<file path="config.mk">
export PLATFORM = sky130hd
export DESIGN_NAME = pmon_device_flat
export DESIGN_NICKNAME = d
export VERILOG_FILES = /design/src/hw/pmon_pkg.sv /design/src/hw/pmon_spi_if.sv /design/src/hw/pmon_device.sv /design/src/flat_wrapper.sv
export SDC_FILE = /design/constraint.sdc
export NUM_CORES = 1
export LEC_CHECK = 0
export BUFFER_PORTS_ARGS = -buffer_cell sky130_fd_sc_hd__clkbuf_2
export CAP_MARGIN = 20
export CORE_ASPECT_RATIO = 0.5
export CORE_UTILIZATION = 28
export DETAILED_ROUTE_END_ITERATION = 16
export HOLD_SLACK_MARGIN = 0.1
export PLACE_DENSITY_LB_ADDON = 0.05
export SLEW_MARGIN = 5
export SYNTH_ARGS = -nofsm -noshare
export SYNTH_HDL_FRONTEND = slang
export SYNTH_SLANG_ARGS = --single-unit
</file>
<file path="constraint.sdc">
create_clock -name ref_clk -period 2.8 [get_ports ref_clk]
set_clock_uncertainty 0.15 [all_clocks]
set_input_delay 0.28 -clock ref_clk [delete_from_list [all_inputs] [get_ports ref_clk]]
set_output_delay 0.28 -clock ref_clk [all_outputs]
set_load 0.05 [all_outputs]
</file>
<file path="src/hw/pmon_pkg.sv">
/*
 * Shared constants for the power monitor serial register link: command
 * byte layout, register offsets, widths, reset values and timing.
 * Assumes nothing of its surroundings; both ends use it by scoped name.
 */
package pmon_pkg;
    // ----------------------------------------------------------------
    // Command byte
    // ----------------------------------------------------------------
    localparam int CMD_BITS = 8;
    localparam int CMD_ADDR_MSB = 7;
    localparam int CMD_ADDR_LSB = 2;
    localparam int CMD_DIR_BIT = 0;
    localparam int ADDR_W = 6;
    localparam int WRITE_BITS = 16;
    localparam int LONG_BITS = 24;
    localparam int DATA_W = 24;
    // ----------------------------------------------------------------
    // Register offsets
    // ----------------------------------------------------------------
    localparam logic [5:0] OFS_CONFIG = 6'h00;
    localparam logic [5:0] OFS_CONV_SETUP = 6'h01;
    localparam logic [5:0] OFS_SENSE_SCALE = 6'h02;
    localparam logic [5:0] OFS_SENSE_V = 6'h04;
    localparam logic [5:0] OFS_SUPPLY_V = 6'h05;
    localparam logic [5:0] OFS_DIE_TEMP = 6'h06;
    localparam logic [5:0] OFS_CURRENT = 6'h07;
    localparam logic [5:0] OFS_POWER = 6'h08;
    localparam logic [5:0] OFS_DIAG = 6'h0B;
    localparam logic [5:0] OFS_THR_FIRST = 6'h0C;
    localparam logic [5:0] OFS_THR_LAST = 6'h11;
    localparam logic [5:0] OFS_MAKER_ID = 6'h3E;
    localparam logic [5:0] OFS_PART_ID = 6'h3F;
    // ----------------------------------------------------------------
    // Configuration register fields and reset values
    // ----------------------------------------------------------------
    localparam int CFG_RESET_BIT = 15;
    localparam int CFG_DELAY_MSB = 13;
    localparam int CFG_DELAY_LSB = 6;
    localparam int CFG_RANGE_BIT = 4;
    localparam logic [15:0] CFG_READ_MASK = 16'h3FD0;
    localparam logic [15:0] CFG_RESET_VAL = 16'h0000;
    localparam logic [15:0] CONV_SETUP_RESET = 16'hFB68;
    localparam logic [15:0] SENSE_SCALE_RESET = 16'h1000;
    localparam logic [15:0] SENSE_SCALE_MASK = 16'h7FFF;
    localparam logic [15:0] THR_RESET_0C = 16'h7FFF;
    localparam logic [15:0] THR_RESET_0D = 16'h8000;
    localparam logic [15:0] THR_RESET_0E = 16'h7FFF;
    localparam logic [15:0] THR_RESET_0F = 16'h0000;
    localparam logic [15:0] THR_RESET_10 = 16'hFFFF;
    localparam logic [15:0] THR_RESET_11 = 16'h7FFF;
    localparam logic [15:0] DIAG_RESET = 16'h0001;
    // ----------------------------------------------------------------
    // Timing
    // ----------------------------------------------------------------
    localparam longint CLK_HZ = 40000000;
    localparam longint DELAY_STEP_MS = 2;
    localparam longint DELAY_STEP_CYC = CLK_HZ / 1000 * DELAY_STEP_MS;
    localparam int SCLK_HALF_CYC = 4;
endpackage

</file>
<file path="src/hw/pmon_spi_if.sv">
/*
 * Serial link between the monitor and its controlling main.
 * Assumes the bench resolves the data-out wire from its enable.
 */
`timescale 1ns/1ps
`default_nettype none
interface pmon_spi_if;
    logic sel_n;
    logic sclk;
    logic mosi;
    logic miso_o;
    logic miso_oe_n;
    modport device (
        input sel_n,
        input sclk,
        input mosi,
        output miso_o,
        output miso_oe_n
    );
    modport main (
        output sel_n,
        output sclk,
        output mosi,
        input miso_o,
        input miso_oe_n
    );
endinterface
`default_nettype wire

</file>
<file path="src/hw/pmon_device.sv">
/*
 * Device end: serial secondary holding the monitor's register map.
 * Assumes the link pins arrive asynchronously to ref_clk and that the
 * serial clock runs well below a quarter of ref_clk.
 */
// Local design decision: the Wishbone register port.
`timescale 1ns/1ps
`default_nettype none
// How it works
// - Select low frames one transaction
// - Idle and output released when deselected
// - Command is address, zero, direction
// - Direction one reads, zero writes
// - Eight zeros, then register bits
// - Main clocks zeros for register length
// - Writes carry exactly sixteen data bits
// - Old contents shift out during write
// - Most significant bit first
// - Input sampled on falling clock edge
// - Output changes on rising clock edge
// - Read data returned same frame
// - Main avoids writing unmapped addresses
// - Reset bit restores defaults, self-clears
// - Delay field postpones first conversion; here it starts the cycle after each reset, ignoring the field
// - Range bit selects shunt full scale
// - Reserved configuration bits read zero
module pmon_device #(
    parameter logic [15:0] MAKER_ID = 16'h1234,
    parameter logic [15:0] PART_ID = 16'h5678,
    parameter longint STEP_CYC = pmon_pkg::DELAY_STEP_CYC
) (
    // Clock and reset
    input wire logic ref_clk,
    input wire logic rstn,
    // Link
    pmon_spi_if.device spi,
    // Measurement side
    input wire logic [15:0] sense_v_in,
    input wire logic [15:0] supply_v_in,
    input wire logic [15:0] die_temp_in,
    input wire logic [15:0] current_in,
    input wire logic [23:0] power_in,
    input wire logic [15:0] diag_in,
    output logic shunt_range_select,
    output logic conv_start,
    output logic [15:0] conv_setup
);
    initial begin
        if (STEP_CYC < 1) $error("STEP_CYC must be at least 1");
    end
    typedef enum {S_CMD, S_DATA, S_IGNORE} sstate_t;
    // Maker and part codes above are arbitrary values.
    logic [2:0] sel_s;
    logic [2:0] clk_s;
    logic [2:0] mosi_s;
    logic sel_q;
    logic clk_q;
    logic sel_lo;
    logic clk_fall;
    logic clk_rise;
    sstate_t st_reg;
    logic [4:0] cnt_reg;
    logic [7:0] cmd_reg;
    logic [23:0] out_reg;
    logic [15:0] in_reg;
    logic soft_rst;
    logic [15:0] cfg_reg;
    logic [15:0] thr_reg [6];
    logic [15:0] sense_scale_reg;
    logic [23:0] rd_val;
    logic [4:0] rd_len;
    logic [5:0] addr;
    logic [7:0] dly_left;
    logic [31:0] step_cnt;
    logic dly_run;
    // ----------------------------------------------------------------
    // Pin synchronisers
    // ----------------------------------------------------------------
    always_ff @(posedge ref_clk or negedge rstn) begin
        if (!rstn) begin
            sel_s <= 3'b111;
            clk_s <= 3'b000;
            mosi_s <= 3'b000;
            sel_q <= 1'b1;
            clk_q <= 1'b0;
        end else begin
            sel_s <= {sel_s[1:0], spi.sel_n};
            clk_s <= {clk_s[1:0], spi.sclk};
            mosi_s <= {mosi_s[1:0], spi.mosi};
            if (sel_s[1] == sel_s[2]) sel_q <= sel_s[2];
            if (clk_s[1] == clk_s[2]) clk_q <= clk_s[2];
        end
    end
    assign sel_lo = (sel_s[1] == sel_s[2]) ? !sel_s[2] : !sel_q;
    assign clk_fall = clk_q && clk_s[1] == clk_s[2] && !clk_s[2];
    assign clk_rise = !clk_q && clk_s[1] == clk_s[2] && clk_s[2];
    assign addr = cmd_reg[pmon_pkg::CMD_ADDR_MSB:pmon_pkg::CMD_ADDR_LSB];
    // ----------------------------------------------------------------
    // Register read mux
    // ----------------------------------------------------------------
    always_comb begin
        rd_val = 24'h000000;
        rd_len = 5'd16;
        if (addr == pmon_pkg::OFS_CONFIG) begin
            rd_val = {8'h00, cfg_reg & pmon_pkg::CFG_READ_MASK};
        end else if (addr == pmon_pkg::OFS_CONV_SETUP) begin
            rd_val = {8'h00, conv_setup};
        end else if (addr == pmon_pkg::OFS_SENSE_SCALE) begin
            rd_val = {8'h00, sense_scale_reg};
        end else if (addr == pmon_pkg::OFS_SENSE_V) begin
            rd_val = {8'h00, sense_v_in};
        end else if (addr == pmon_pkg::OFS_SUPPLY_V) begin
            rd_val = {8'h00, supply_v_in};
        end else if (addr == pmon_pkg::OFS_DIE_TEMP) begin
            rd_val = {8'h00, die_temp_in};
        end else if (addr == pmon_pkg::OFS_CURRENT) begin
            rd_val = {8'h00, current_in};
        end else if (addr == pmon_pkg::OFS_POWER) begin
            rd_val = power_in;
            rd_len = 5'd24;
        end else if (addr == pmon_pkg::OFS_DIAG) begin
            rd_val = {8'h00, diag_in};
        end else if (addr >= pmon_pkg::OFS_THR_FIRST
                && addr <= pmon_pkg::OFS_THR_LAST) begin
            rd_val = {8'h00, thr_reg[3'(addr - pmon_pkg::OFS_THR_FIRST)]};
        end else if (addr == pmon_pkg::OFS_MAKER_ID) begin
            rd_val = {8'h00, MAKER_ID};
        end else if (addr == pmon_pkg::OFS_PART_ID) begin
            rd_val = {8'h00, PART_ID};
        end
    end
    // ----------------------------------------------------------------
    // Frame engine
    // ----------------------------------------------------------------
    always_ff @(posedge ref_clk or negedge rstn) begin
        if (!rstn) begin
            st_reg <= S_CMD;
            cnt_reg <= 5'd0;
            cmd_reg <= 8'h00;
            in_reg <= 16'h0000;
            out_reg <= 24'h000000;
            spi.miso_o <= 1'b0;
            spi.miso_oe_n <= 1'b1;
        end else if (!sel_lo) begin
            st_reg <= S_CMD;
            cnt_reg <= 5'd0;
            spi.miso_o <= 1'b0;
            spi.miso_oe_n <= 1'b1;
        end else begin
            spi.miso_oe_n <= 1'b0;
            case (st_reg)
                S_CMD: begin
                    if (clk_rise) spi.miso_o <= 1'b0;
                    if (clk_fall) begin
                        cmd_reg <= {cmd_reg[6:0], mosi_s[2]};
                        cnt_reg <= cnt_reg + 5'd1;
                        if (cnt_reg == 5'd7) begin
                            cnt_reg <= 5'd0;
                            st_reg <= S_DATA;
                        end
                    end
                end
                S_DATA: begin
                    if (clk_rise) begin
                        if (cnt_reg == 5'd0) begin
                            spi.miso_o <= rd_val[5'(rd_len - 5'd1)];
                            out_reg <= rd_val << (5'd24 - rd_len);
                        end else begin
                            spi.miso_o <= out_reg[22];
                            out_reg <= {out_reg[22:0], 1'b0};
                        end
                    end
                    if (clk_fall) begin
                        in_reg <= {in_reg[14:0], mosi_s[2]};
                        cnt_reg <= cnt_reg + 5'd1;
                        if (cnt_reg == (cmd_reg[pmon_pkg::CMD_DIR_BIT]
                                ? rd_len - 5'd1 : 5'd15)) begin
                            st_reg <= S_IGNORE;
                        end
                    end
                end
                default: begin
                    if (clk_rise) spi.miso_o <= 1'b0;
                end
            endcase
        end
    end
    // ----------------------------------------------------------------
    // Writable registers
    // ----------------------------------------------------------------
    logic wr_go;
    assign wr_go = sel_lo && st_reg == S_DATA && clk_fall
        && cnt_reg == 5'd15 && !cmd_reg[pmon_pkg::CMD_DIR_BIT];
    logic [15:0] wr_val;
    assign wr_val = {in_reg[14:0], mosi_s[2]};
    always_ff @(posedge ref_clk or negedge rstn) begin
        if (!rstn) begin
            soft_rst <= 1'b0;
        end else begin
            soft_rst <= wr_go && addr == pmon_pkg::OFS_CONFIG
                && wr_val[pmon_pkg::CFG_RESET_BIT];
        end
    end
    always_ff @(posedge ref_clk or negedge rstn) begin
        if (!rstn) begin
            cfg_reg <= pmon_pkg::CFG_RESET_VAL;
            conv_setup <= pmon_pkg::CONV_SETUP_RESET;
            sense_scale_reg <= pmon_pkg::SENSE_SCALE_RESET;
            thr_reg[0] <= pmon_pkg::THR_RESET_0C;
            thr_reg[1] <= pmon_pkg::THR_RESET_0D;
            thr_reg[2] <= pmon_pkg::THR_RESET_0E;
            thr_reg[3] <= pmon_pkg::THR_RESET_0F;
            thr_reg[4] <= pmon_pkg::THR_RESET_10;
            thr_reg[5] <= pmon_pkg::THR_RESET_11;
        end else if (soft_rst) begin
            cfg_reg <= pmon_pkg::CFG_RESET_VAL;
            conv_setup <= pmon_pkg::CONV_SETUP_RESET;
            sense_scale_reg <= pmon_pkg::SENSE_SCALE_RESET;
            thr_reg[0] <= pmon_pkg::THR_RESET_0C;
            thr_reg[1] <= pmon_pkg::THR_RESET_0D;
            thr_reg[2] <= pmon_pkg::THR_RESET_0E;
            thr_reg[3] <= pmon_pkg::THR_RESET_0F;
            thr_reg[4] <= pmon_pkg::THR_RESET_10;
            thr_reg[5] <= pmon_pkg::THR_RESET_11;
        end else if (wr_go) begin
            if (addr == pmon_pkg::OFS_CONFIG) begin
                cfg_reg <= wr_val & pmon_pkg::CFG_READ_MASK;
            end else if (addr == pmon_pkg::OFS_CONV_SETUP) begin
                conv_setup <= wr_val;
            end else if (addr == pmon_pkg::OFS_SENSE_SCALE) begin
                sense_scale_reg <= wr_val & pmon_pkg::SENSE_SCALE_MASK;
            end else if (addr >= pmon_pkg::OFS_THR_FIRST
                    && addr <= pmon_pkg::OFS_THR_LAST) begin
                thr_reg[3'(addr - pmon_pkg::OFS_THR_FIRST)] <= wr_val;
            end
        end
    end
    // ----------------------------------------------------------------
    // Range select and first-conversion delay
    // ----------------------------------------------------------------
    always_ff @(posedge ref_clk or negedge rstn) begin
        if (!rstn) begin
            shunt_range_select <= 1'b0;
        end else begin
            shunt_range_select <= cfg_reg[pmon_pkg::CFG_RANGE_BIT];
        end
    end
    // The delay restarts after every reset, so a soft reset also
    // re-arms the first conversion with the zero default delay.
    always_ff @(posedge ref_clk or negedge rstn) begin
        if (!rstn) begin
            dly_run <= 1'b1;
            dly_left <= 8'h00;
            step_cnt <= 32'h00000000;
            conv_start <= 1'b0;
        end else if (soft_rst) begin
            dly_run <= 1'b1;
            dly_left <= 8'h00;
            step_cnt <= 32'h00000000;
            conv_start <= 1'b0;
        end else begin
            conv_start <= 1'b0;
            if (wr_go && addr == pmon_pkg::OFS_CONFIG && dly_run) begin
                dly_left <= wr_val[pmon_pkg::CFG_DELAY_MSB:
                                   pmon_pkg::CFG_DELAY_LSB];
                step_cnt <= 32'h00000000;
            end else if (dly_run) begin
                if (dly_left == 8'h00) begin
                    conv_start <= 1'b1;
                    dly_run <= 1'b0;
                end else if (step_cnt == 32'(STEP_CYC - 1)) begin
                    step_cnt <= 32'h00000000;
                    dly_left <= dly_left - 8'h01;
                end else begin
                    step_cnt <= step_cnt + 32'h00000001;
                end
            end
        end
    end
endmodule
`default_nettype wire

</file>
<file path="src/flat_wrapper.sv">
// flat-port wrapper written by rule: the top's interface ports become plain ports
module pmon_device_flat 
#(
    parameter logic [15:0] MAKER_ID = 16'h1234,
    parameter logic [15:0] PART_ID = 16'h5678,
    parameter longint STEP_CYC = pmon_pkg::DELAY_STEP_CYC
)
  (ref_clk, rstn, sense_v_in, supply_v_in, die_temp_in, current_in, power_in, diag_in, shunt_range_select, conv_start, conv_setup, spi_sel_n, spi_sclk, spi_mosi, spi_miso_o, spi_miso_oe_n);
  pmon_spi_if spi_i ();
  input wire logic ref_clk;
  input wire logic rstn;
  input wire logic [15:0] sense_v_in;
  input wire logic [15:0] supply_v_in;
  input wire logic [15:0] die_temp_in;
  input wire logic [15:0] current_in;
  input wire logic [23:0] power_in;
  input wire logic [15:0] diag_in;
  output logic shunt_range_select;
  output logic conv_start;
  output logic [15:0] conv_setup;
  input wire logic [$bits(spi_i.sel_n)-1:0] spi_sel_n;
  input wire logic [$bits(spi_i.sclk)-1:0] spi_sclk;
  input wire logic [$bits(spi_i.mosi)-1:0] spi_mosi;
  output wire logic [$bits(spi_i.miso_o)-1:0] spi_miso_o;
  output wire logic [$bits(spi_i.miso_oe_n)-1:0] spi_miso_oe_n;
  assign spi_i.sel_n = spi_sel_n;
  assign spi_i.sclk = spi_sclk;
  assign spi_i.mosi = spi_mosi;
  assign spi_miso_o = spi_i.miso_o;
  assign spi_miso_oe_n = spi_i.miso_oe_n;
  pmon_device #(.MAKER_ID(MAKER_ID), .PART_ID(PART_ID), .STEP_CYC(STEP_CYC)) u_core (.ref_clk(ref_clk), .rstn(rstn), .spi(spi_i), .sense_v_in(sense_v_in), .supply_v_in(supply_v_in), .die_temp_in(die_temp_in), .current_in(current_in), .power_in(power_in), .diag_in(diag_in), .shunt_range_select(shunt_range_select), .conv_start(conv_start), .conv_setup(conv_setup));
endmodule
</file>
==> results of run 1 <==
-- path summary, 6_finish.rpt --
path	start	end	slack, ns
max in group asynchronous	rstn	u_core.thr_reg[21]	1.55
min in group ref_clk	supply_v_in[12]	u_core.out_reg[20]	0.15
worst min-delay path	rstn	u_core.cnt_reg[2]	0.12
worst min register to register	u_core.mosi_s[1]	u_core.mosi_s[2]	0.20
worst max-delay path	u_core.cmd_reg[2]	u_core.out_reg[21]	0.08
worst max register to register	u_core.cmd_reg[2]	u_core.out_reg[21]	0.08
-- cells in the mapped netlist, types with 4 or more instances --
cell type / count / area, sq um
dfrtp_1: 167 / 4180
nor2_1: 164 / 616
nand2_1: 147 / 552
a21oi_1: 99 / 495
clkbuf_1: 96 / 360
mux2i_1: 85 / 851
dfstp_2: 79 / 2080
o21ai_0: 78 / 390
nand3_1: 60 / 300
nor3_1: 51 / 255
mux2_2: 29 / 327
inv_1: 22 / 82.6
a22oi_1: 18 / 135
and3_1: 18 / 113
or3_1: 17 / 106
nor2b_1: 16 / 100
mux4_2: 14 / 315
nor4_1: 14 / 87.6
nand4_1: 13 / 81.3
xnor2_1: 13 / 114
a211oi_1: 12 / 90.1
a22o_1: 11 / 96.3
a221oi_1: 10 / 87.6
buf_2: 10 / 50.1
a31oi_1: 9 / 56.3
buf_1: 9 / 33.8
o22ai_1: 9 / 56.3
nand2b_1: 8 / 50.1
o2bb2ai_1: 8 / 70.1
xor2_1: 8 / 70.1
o211ai_1: 7 / 52.6
o31ai_1: 6 / 45.0
a31o_2: 5 / 43.8
ha_1: 5 / 62.6
o221ai_1: 5 / 43.8
and2_1: 4 / 25.0
nor4b_1: 4 / 35.0
or2_2: 4 / 25.0
-- cell type report --
cell class	count	area, sq um	share of cell area
clock buffer	39	802	0.0471
clock inverter	11	159	0.00934
inverter	23	86.3	0.00507
multi-input combinational	1012	6460	0.380
sequential	246	6260	0.368
tap	627	785	0.0461
timing repair buffer	318	2460	0.145
-- kinds of logic (layout without fill, tap and decap cells) --
family,after synthesis,count (layout)
fa+ha+maj,7,7
simple gates,546,546
xor+xnor,21,21
buf+inv,140,391
mux,128,128
flops,246,246
compound gates,310,310
-- power by group through the flow --
stage	Sequential, uW	Clock (uW)	Combinational [uW]
global route	3680	4230	3300
finish	3680	3950	3080
CTS	3670	4060	3000
global placement	3730	0	2940
detailed placement	3730	0	2940
floorplan	3710	0	1440
-- per-stage QoR --
step	instance area (sq um)	cells	power, uW	utilization	hold slack (ns)
after CTS	16800	2269	10700	0.368	0.118
after floorplan	13100	1398	5150	-	-0.166
after global routing	17000	2276	11200	0.372	0.137
after global placement	15400	2174	6670	0.337	0.145
final	17000	2276	10700	0.372	0.123
after detailed placement	15400	2174	6670	0.337	0.146
-- cells in the final DEF, fill, tap and decap left out, types with 60 or more instances in the layout --
master / instances
nor2_1: 163
dfrtp_1: 163
nand2_1: 147
clkbuf_2: 127
buf_4: 123
a21oi_1: 98
mux2i_1: 85
dfstp_2: 79
o21ai_0: 74
nand3_1: 60
-- layer usage --
| layer | wire length [microns] | up-vias |
|---|---|---|
| li1 | - | 5489 |
| met1 | 23700 | 5873 |
| met2 | 22000 | 252 |
| met3 | 2240 | 59 |
| met4 | 886 | 0 |
| met5 | 0 | - |
-- what timing repair did --
action	4_1_cts	5_1_grt
pin swaps	0	4
setup endpoints to repair	2	93
hold buffers	45	0
resized for setup	2	28
setup buffers	0	6
hold endpoints to repair	194	0
gates cloned	0	2
==> flow_summary_export.csv, run 1 <==
group,metric,value,unit
global_route,grt_usage,0.204,
setup_path,critPathMaxStageDelay,0.57,ns
setup_path,cp_num_buf_inv,3,
routing,viasPerCell,5.13,
timing,post-route-min-period,2.72,ns
setup_path,cp_max_fo,8,
setup_path,arrival,3.02,ns
floorplan,die-area,0.0478,sq mm
global_route,grt_pass1_vias,11600,
logic_synthesis,muxShareOfSynthArea,0.114,
routing,initialDrtViolationCount,844,
cells_and_area,fillCellCount,4694,
logic_synthesis,synthAdderAreaFrac,0.00629,
setup_path,path_cells,"or4_4 -> buf_4 -> or2_2 -> buf_4 -> o21ai_0 -> a21oi_1 -> o21ai_1 -> buf_4 -> a21oi_1",
power,netSwitchingFraction,0.327,
logic_synthesis,synthXorXnorAreaFrac,0.0140,
timing,setup_viol,0,
global_route,grt-ovfl-total,0,
routing,wl_per_cell,21.4,microns
global_route,busiest_layer,"met2",
cells_and_area,nNetsFinal,1742,
timing,post-route-worst-setup-slack,0.0771,ns
cells_and_area,diodes,0,
cts,numCtsBuffers,27,
logic_synthesis,synth_edf_count,0,
global_route,antenna_found_initial,1,
floorplan,io_pins,129,
global_route,use_met3,0.0326,
setup_path,crit_family,"simple AND/OR/NAND/NOR gates",
cts,root_buffer,"clkbuf_16",
timing,drv_slew,0,
routing,vias,11700,
logic_synthesis,synthCells,1398,
logic_synthesis,async_reset_ff_frac,1.00,
power,irDropWorstVdd,0.000420,V
setup_path,crit_path_frequent_cell,"buf_4",
timing,finalHoldViolCount,0,
placed_design,portBuffers,128,
power,p_seq_frac,0.343,
setup_path,critPathSlowestCell,"or4_4",
setup_path,cp-start-kind,"flop",
timing,min_period_over_period,0.972,
cells_and_area,drive_gt1_frac,0.297,
min_path,min_path_type,"input pin to async pin",
placed_design,pre_cts_slack,-0.0508,ns
timing,rsz0062_at_grt,"true",
setup_path,ff2ff_path_depth,9,
flow_run,maxCapViolations,0,
routing,wirelength,48.8,mm
logic_synthesis,syn_area,0.0131,sq mm
power,leakage,0.00763,uW
floorplan,start_util,0.287,
setup_path,setup.worst_path.end_class,"flop",
logic_synthesis,synth_seq_cells,246,
placed_design,gp_congestion,0.917,
logic_synthesis,synth_top_family_by_area,"simple AND/OR/NAND/NOR gates",
power,p_int,7200,uW
routing,ant_nets,0,
power,power.switching,3500,uW
global_route,grt_max_degree,74,
timing,finalSetupTns,0,ns
timing,max_freq,367,MHz
cells_and_area,syn2layout_area_growth,29.7,%
logic_synthesis,yosysWarnings,0,
cts,clock_latency,0.57,ns
run_status,outcome,"finished clean",
global_route,met2_usage,0.317,
cells_and_area,largest_register_ffs,96,
logic_synthesis,seq_area_frac_synth,0.477,
placed_design,dp_hpwl,34.3,mm
setup_path,criticalPathCategory,"flop to flop",
logic_synthesis,synthSimpleGateAreaFrac,0.199,
global_route,grt_pass1_wl,74.1,mm
cts,clk_pin_slew,0.06,ns
floorplan,fp-row-count,55,
power,power_density,629,mW/mm^2
cts,clockBufferDepth,3,
power,pwr-share-comb,0.287,
logic_synthesis,synth-compound-area-share,0.148,
logic_synthesis,synth_nets,1512,
timing,tightest_slew,0.807,ns
floorplan,die_x,308,microns
timing,relSlewSlack,0.462,
cts,clkSinkCount,246,
cts,tritoncts,"done",
cts,htreeDepth,1,
logic_synthesis,yosysUniqueCellTypes,73,
floorplan,die_height,155,microns
global_route,grt_use_met1,0.298,
routing,drc,0,
logic_synthesis,syn-mean-instance-area,9.39,sq um
setup_path,cp.depth,9,
setup_path,critPathRequiredTime,3.10,ns
floorplan,core,0.0457,sq mm
routing,firstDrtPassIters,5,
power,clockPowerShare,0.369,
logic_synthesis,synth_ff_type,"dfrtp_1",
Power figures use the tool's default switching activity.
==> run 2: changes to the inputs <==
--- a/config.mk
+++ b/config.mk
@@ -8,6 +8,7 @@
 export BUFFER_PORTS_ARGS = -buffer_cell sky130_fd_sc_hd__clkbuf_2
 export CAP_MARGIN = 20
 export CORE_ASPECT_RATIO = 0.5
+export CORE_MARGIN = 2
 export CORE_UTILIZATION = 28
 export DETAILED_ROUTE_END_ITERATION = 16
 export HOLD_SLACK_MARGIN = 0.1
==> flow_summary_export.csv, run 2 (synthesis results as in run 1) <==
group,metric,value,unit
timing,setup_viol,0,
timing,max_freq,366,MHz
setup_path,setup.worst_path.end_class,"flop",
cells_and_area,syn2layout_area_growth,29.5,%
timing,rsz0062_at_grt,"true",
global_route,grt-ovfl-total,0,
setup_path,cp-start-kind,"flop",
global_route,grt_pass1_wl,74.4,mm
timing,hold_ws,0.125,ns
timing,relSlewSlack,0.438,
routing,initialDrtViolationCount,922,
global_route,grt_pass1_vias,11600,
routing,viasPerCell,5.07,
power,leakage,0.00760,uW
min_path,min_path_type,"input pin to flop",
setup_path,critPathLaunch,"u_core.cmd_reg[3]",
cells_and_area,stdcell_count,2287,
routing,ant_nets,0,
setup_path,arrival,3.03,ns
cells_and_area,drive_gt1_frac,0.291,
cts,clkSinkCount,246,
power,irDropWorstVdd,0.000444,V
timing,drv_slew,0,
cells_and_area,nNetsFinal,1740,
cells_and_area,final_cell_mix,"164 x dfrtp_1, 163 x nor2_1, 147 x nand2_1, 127 x clkbuf_2, 113 x buf_4",
routing,wirelength,49.5,mm
floorplan,core,0.0465,sq mm
global_route,antenna_found_initial,1,
cts,htreeDepth,1,
setup_path,ff2ff_setup_slack,0.07,ns
global_route,grt_usage,0.202,
global_route,grt_max_degree,124,
power,power_density,616,mW/mm^2
cts,numCtsBuffers,27,
cts,clk_pin_slew,0.07,ns
cells_and_area,post-route-util,0.365,
routing,drc,0,
cells_and_area,final_common_cell,"dfrtp_1",
routing,firstDrtPassIters,7,
cts,clock_latency,0.56,ns
floorplan,start_util,0.282,
setup_path,critPathRequiredTime,3.10,ns
placed_design,portBuffers,128,
cts,tritoncts,"done",
setup_path,endpoint,"u_core.out_reg[14]",
routing,vias,11600,
setup_path,r2r-start,"u_core.cmd_reg[3]",
flow_run,maxCapViolations,0,
cells_and_area,largest_register_ffs,96,
power,p_total,10500,uW
placed_design,dp_hpwl,34.4,mm
setup_path,ff2ff_path_depth,7,
floorplan,die_height,157,microns
setup_path,timing.rr.end,"u_core.out_reg[14]",
timing,post-route-min-period,2.73,ns
setup_path,criticalPathCategory,"flop to flop",
floorplan,die-area,0.0487,sq mm
timing,finalHoldViolCount,0,
placed_design,gp_congestion,0.923,
min_path,whs_path_depth,4,
setup_path,cp_max_fo,5,
placed_design,placed_cells,2182,
floorplan,die_x,310,microns
timing,tightest_slew,0.843,ns
floorplan,fp-row-count,56,
timing,min_period_over_period,0.976,
cts,clockBufferDepth,3,
floorplan,io_pins,129,
routing,wl_per_cell,21.6,microns
cts,root_buffer,"clkbuf_16",
run_status,outcome,"finished clean",
## run 2: cell count changes in the layout (fill, tap and decap cells not counted), sizes merged
cell         before  now
clkinvlp          0    1
bufinv            4    1
buf             144  138
clkinv            6    4
diode             0    2
clkbuf          168  172
dlygate4sd3      45   49
## run 2: what timing repair did
item                       4_1_cts  5_1_grt
gates cloned                     0        2
hold buffers                    49        0
hold endpoints to repair       208        0
buffers inserted                 0        3
setup endpoints to repair       22      106
pin swaps                        0        3
resized for setup                4       31
## run 2: worst min-delay path by stage
stage                     slack (ns)         start                  end
after floorplan                -0.17          rstn   u_core.cfg_reg[10]
after global placement           0.1          rstn  u_core.step_cnt[25]
after detailed placement         0.1          rstn  u_core.step_cnt[25]
after CTS                       0.10  power_in[13]   u_core.out_reg[13]
after global routing            0.11  power_in[13]   u_core.out_reg[13]
final                           0.13  power_in[13]   u_core.out_reg[13]
## run 2: routing by layer
| layer | global-route usage | routed length [microns] | vias up |
|---|---|---|---|
| li1 | - | - | 5487 |
| met5 | 0 | 0 | - |
| met4 | 0.0483 | 1220 | 0 |
| met3 | 0.0238 | 1770 | 72 |
| met1 | 0.296 | 24300 | 5792 |
| met2 | 0.317 | 22200 | 249 |
## run 2: power by group
part / internal, uW / switching (uW)
sequential: 3620 / 54.6
clock: 2080 / 1570
combinational: 1270 / 1870
total: 6980 / 3490
## run 2: metrics by stage
stage	worst slack, ns	TNS (ns)	instance area [sq um]
after global placement	-0.0292	-0.0411	15400
after floorplan	0.0698	0	13100
after global routing	-0.0152	-0.0152	17000
final	0.0686	0	17000
after CTS	0.00810	0	16800
after detailed placement	-0.0181	-0.0379	15400
## run 2: critical path, stage by stage (launching register included)
cell      delay (ns)
dfrtp_2         0.45
or4b_2          0.70
a21o_1          0.24
a221oi_1        0.25
buf_4           0.17
nor2_1          0.05
o311a_1         0.33
a211o_1         0.28
## run 2: cell type report
cell class / count / area, sq um
antenna: 2 / 5.00
clock buffer: 43 / 816
clock inverter: 7 / 66.3
fill: 4803 / 29500
inverter: 23 / 86.3
multi-input combinational: 1012 / 6480
sequential: 246 / 6260
tap: 638 / 798
timing repair buffer: 316 / 2490
==> run 3: changes to the inputs <==
--- a/config.mk
+++ b/config.mk
@@ -7,9 +7,11 @@
 export LEC_CHECK = 0
 export BUFFER_PORTS_ARGS = -buffer_cell sky130_fd_sc_hd__clkbuf_2
 export CAP_MARGIN = 20
+export CELL_PAD_IN_SITES_DETAIL_PLACEMENT = 1
+export CELL_PAD_IN_SITES_GLOBAL_PLACEMENT = 1
 export CORE_ASPECT_RATIO = 0.5
 export CORE_MARGIN = 2
-export CORE_UTILIZATION = 28
+export CORE_UTILIZATION = 40
 export DETAILED_ROUTE_END_ITERATION = 16
 export HOLD_SLACK_MARGIN = 0.1
 export PLACE_DENSITY_LB_ADDON = 0.05
==> flow_summary_export.csv, run 3 (synthesis results as in run 1) <==
group,metric,value,unit
setup_path,r2r-start,"u_core.st_reg[1]",
timing,relSlewSlack,0.467,
flow_run,maxCapViolations,0,
routing,ant_nets,0,
global_route,grt_pass1_vias,12600,
floorplan,start_util,0.410,
timing,post-route-min-period,2.75,ns
global_route,antenna_found_initial,0,
setup_path,cp_max_fo,21,
cells_and_area,largest_register_ffs,96,
cells_and_area,fillCellCount,3665,
min_path,min_path_type,"input pin to async pin",
cells_and_area,drive_gt1_frac,0.295,
timing,max_freq,364,MHz
global_route,grt_usage,0.284,
setup_path,endpoint,"u_core.step_cnt[26]",
global_route,grt-ovfl-total,0,
setup_path,ff2ff_setup_slack,0.05,ns
setup_path,arrival,3.05,ns
placed_design,pre_cts_slack,-0.0398,ns
cells_and_area,final_cell_mix,"164 x dfrtp_1, 161 x nor2_1, 146 x nand2_1, 127 x clkbuf_2, 114 x buf_4",
cts,htreeDepth,1,
placed_design,gp_congestion,1.01,
setup_path,ff2ff_path_depth,9,
cells_and_area,post-route-util,0.521,
cells_and_area,final_common_cell,"dfrtp_1",
cells_and_area,nNetsFinal,1738,
cts,clock_latency,0.56,ns
placed_design,dp_hpwl,34.5,mm
setup_path,critPathRequiredTime,3.10,ns
routing,vias,12000,
floorplan,die-area,0.0344,sq mm
setup_path,cp-start-kind,"flop",
cells_and_area,syn2layout_area_growth,27.0,%
timing,drv_slew,0,
timing,setup_viol,0,
floorplan,die_height,132,microns
cts,root_buffer,"clkbuf_16",
timing,finalHoldViolCount,0,
timing,rsz0062_at_grt,"true",
cts,clk_pin_slew,0.06,ns
cts,clkSinkCount,246,
routing,viasPerCell,5.78,
cts,numCtsBuffers,25,
floorplan,io_pins,129,
routing,wl_per_cell,23.7,microns
power,power_density,615,mW/mm^2
setup_path,criticalPathCategory,"flop to flop",
timing,hold_ws,0.0898,ns
setup_path,critPathLaunch,"u_core.st_reg[1]",
global_route,grt_pass1_wl,75.7,mm
setup_path,timing.rr.end,"u_core.step_cnt[26]",
placed_design,portBuffers,128,
cts,clockBufferDepth,3,
timing,finalSetupTns,0,ns
floorplan,fp-row-count,46,
routing,wirelength,49.1,mm
power,irDropWorstVdd,0.000445,V
floorplan,die_x,260,microns
cells_and_area,diodes,0,
timing,post-route-worst-setup-slack,0.0526,ns
routing,firstDrtPassIters,5,
setup_path,setup.worst_path.end_class,"flop",
global_route,grt_max_degree,65,
power,leakage,0.00753,uW
run_status,outcome,"finished clean",
timing,tightest_slew,0.799,ns
cts,tritoncts,"done",
power,p_total,10300,uW
floorplan,core,0.0320,sq mm
routing,drc,0,
routing,initialDrtViolationCount,870,
timing,min_period_over_period,0.981,
## run 3: changes by cell type in the layout (fill, tap and decap cells not counted), sizes merged
cell	before	now
buf	138	137
dlygate4sd3	49	51
clkbuf	172	164
clkinv	4	6
bufinv	1	2
diode	2	0
## run 3: timing repair
item | 4_1_cts | 5_1_grt
cloned | 1 | 1
hold endpoints to repair | 208 | 0
hold buffers | 51 | 0
gates resized for setup | 4 | 39
buffers inserted | 3 | 3
pin swaps | 2 | 7
endpoints found under the setup margin | 17 | 98
## run 3: power breakdown
group	switching, uW	leakage (uW)	total [uW]	internal (uW)
Sequential	45.8	0.00304	3660	3620
Combinational	1850	0.00408	3110	1260
Clock	1520	0.000407	3480	1960
## run 3: stage by stage
stage	cell area, sq um	cells
2_1_floorplan	13100	1398
3_3_place_gp	15100	1972
3_5_place_dp	15100	1972
4_1_cts	16500	2073
5_1_grt	16700	2075
6_report	16700	2075
## run 3: worst min-delay path by stage
stage	from	depth (start not counted)	slack, ns	endpoint
final	rstn	2	0.09	u_core.clk_s[0]
after global routing	rstn	2	0.11	u_core.clk_s[0]
after CTS	rstn	2	0.10	u_core.clk_s[0]
after detailed placement	rstn	1	0.09	u_core.clk_s[0]
after global placement	rstn	1	0.08	u_core.clk_s[0]
after floorplan	rstn	0	-0.17	u_core.cfg_reg[10]
## run 3: cell type report
class                   count  area [sq um]  area share
clock inverters            10           121     0.00728
flip-flops and latches    246          6260       0.376
inverters                  23          86.3     0.00518
repair buffers            316          2430       0.146
well taps                 432           541      0.0324
clock buffers              36           707      0.0424
multi-input cells        1012          6530       0.391
## run 3: routing by layer
metal | wire length, microns | global-route usage | vias to the layer above
li1 | - | - | 5455
met1 | 23300 | 0.409 | 6197
met2 | 22700 | 0.463 | 293
met3 | 2240 | 0.0367 | 48
met4 | 851 | 0.0517 | 0
met5 | 0 | 0 | -
## run 3: worst max-delay path, stage by stage, from the launching register on
cell and delay [ns]:
dfrtp_1 0.39, or4b_4 0.58, buf_4 0.18, nor3b_2 0.18, buf_6 0.17, a311oi_4 0.12, buf_4 0.25, nor4_1 0.41
xnor2_1 0.17, nor2_1 0.05
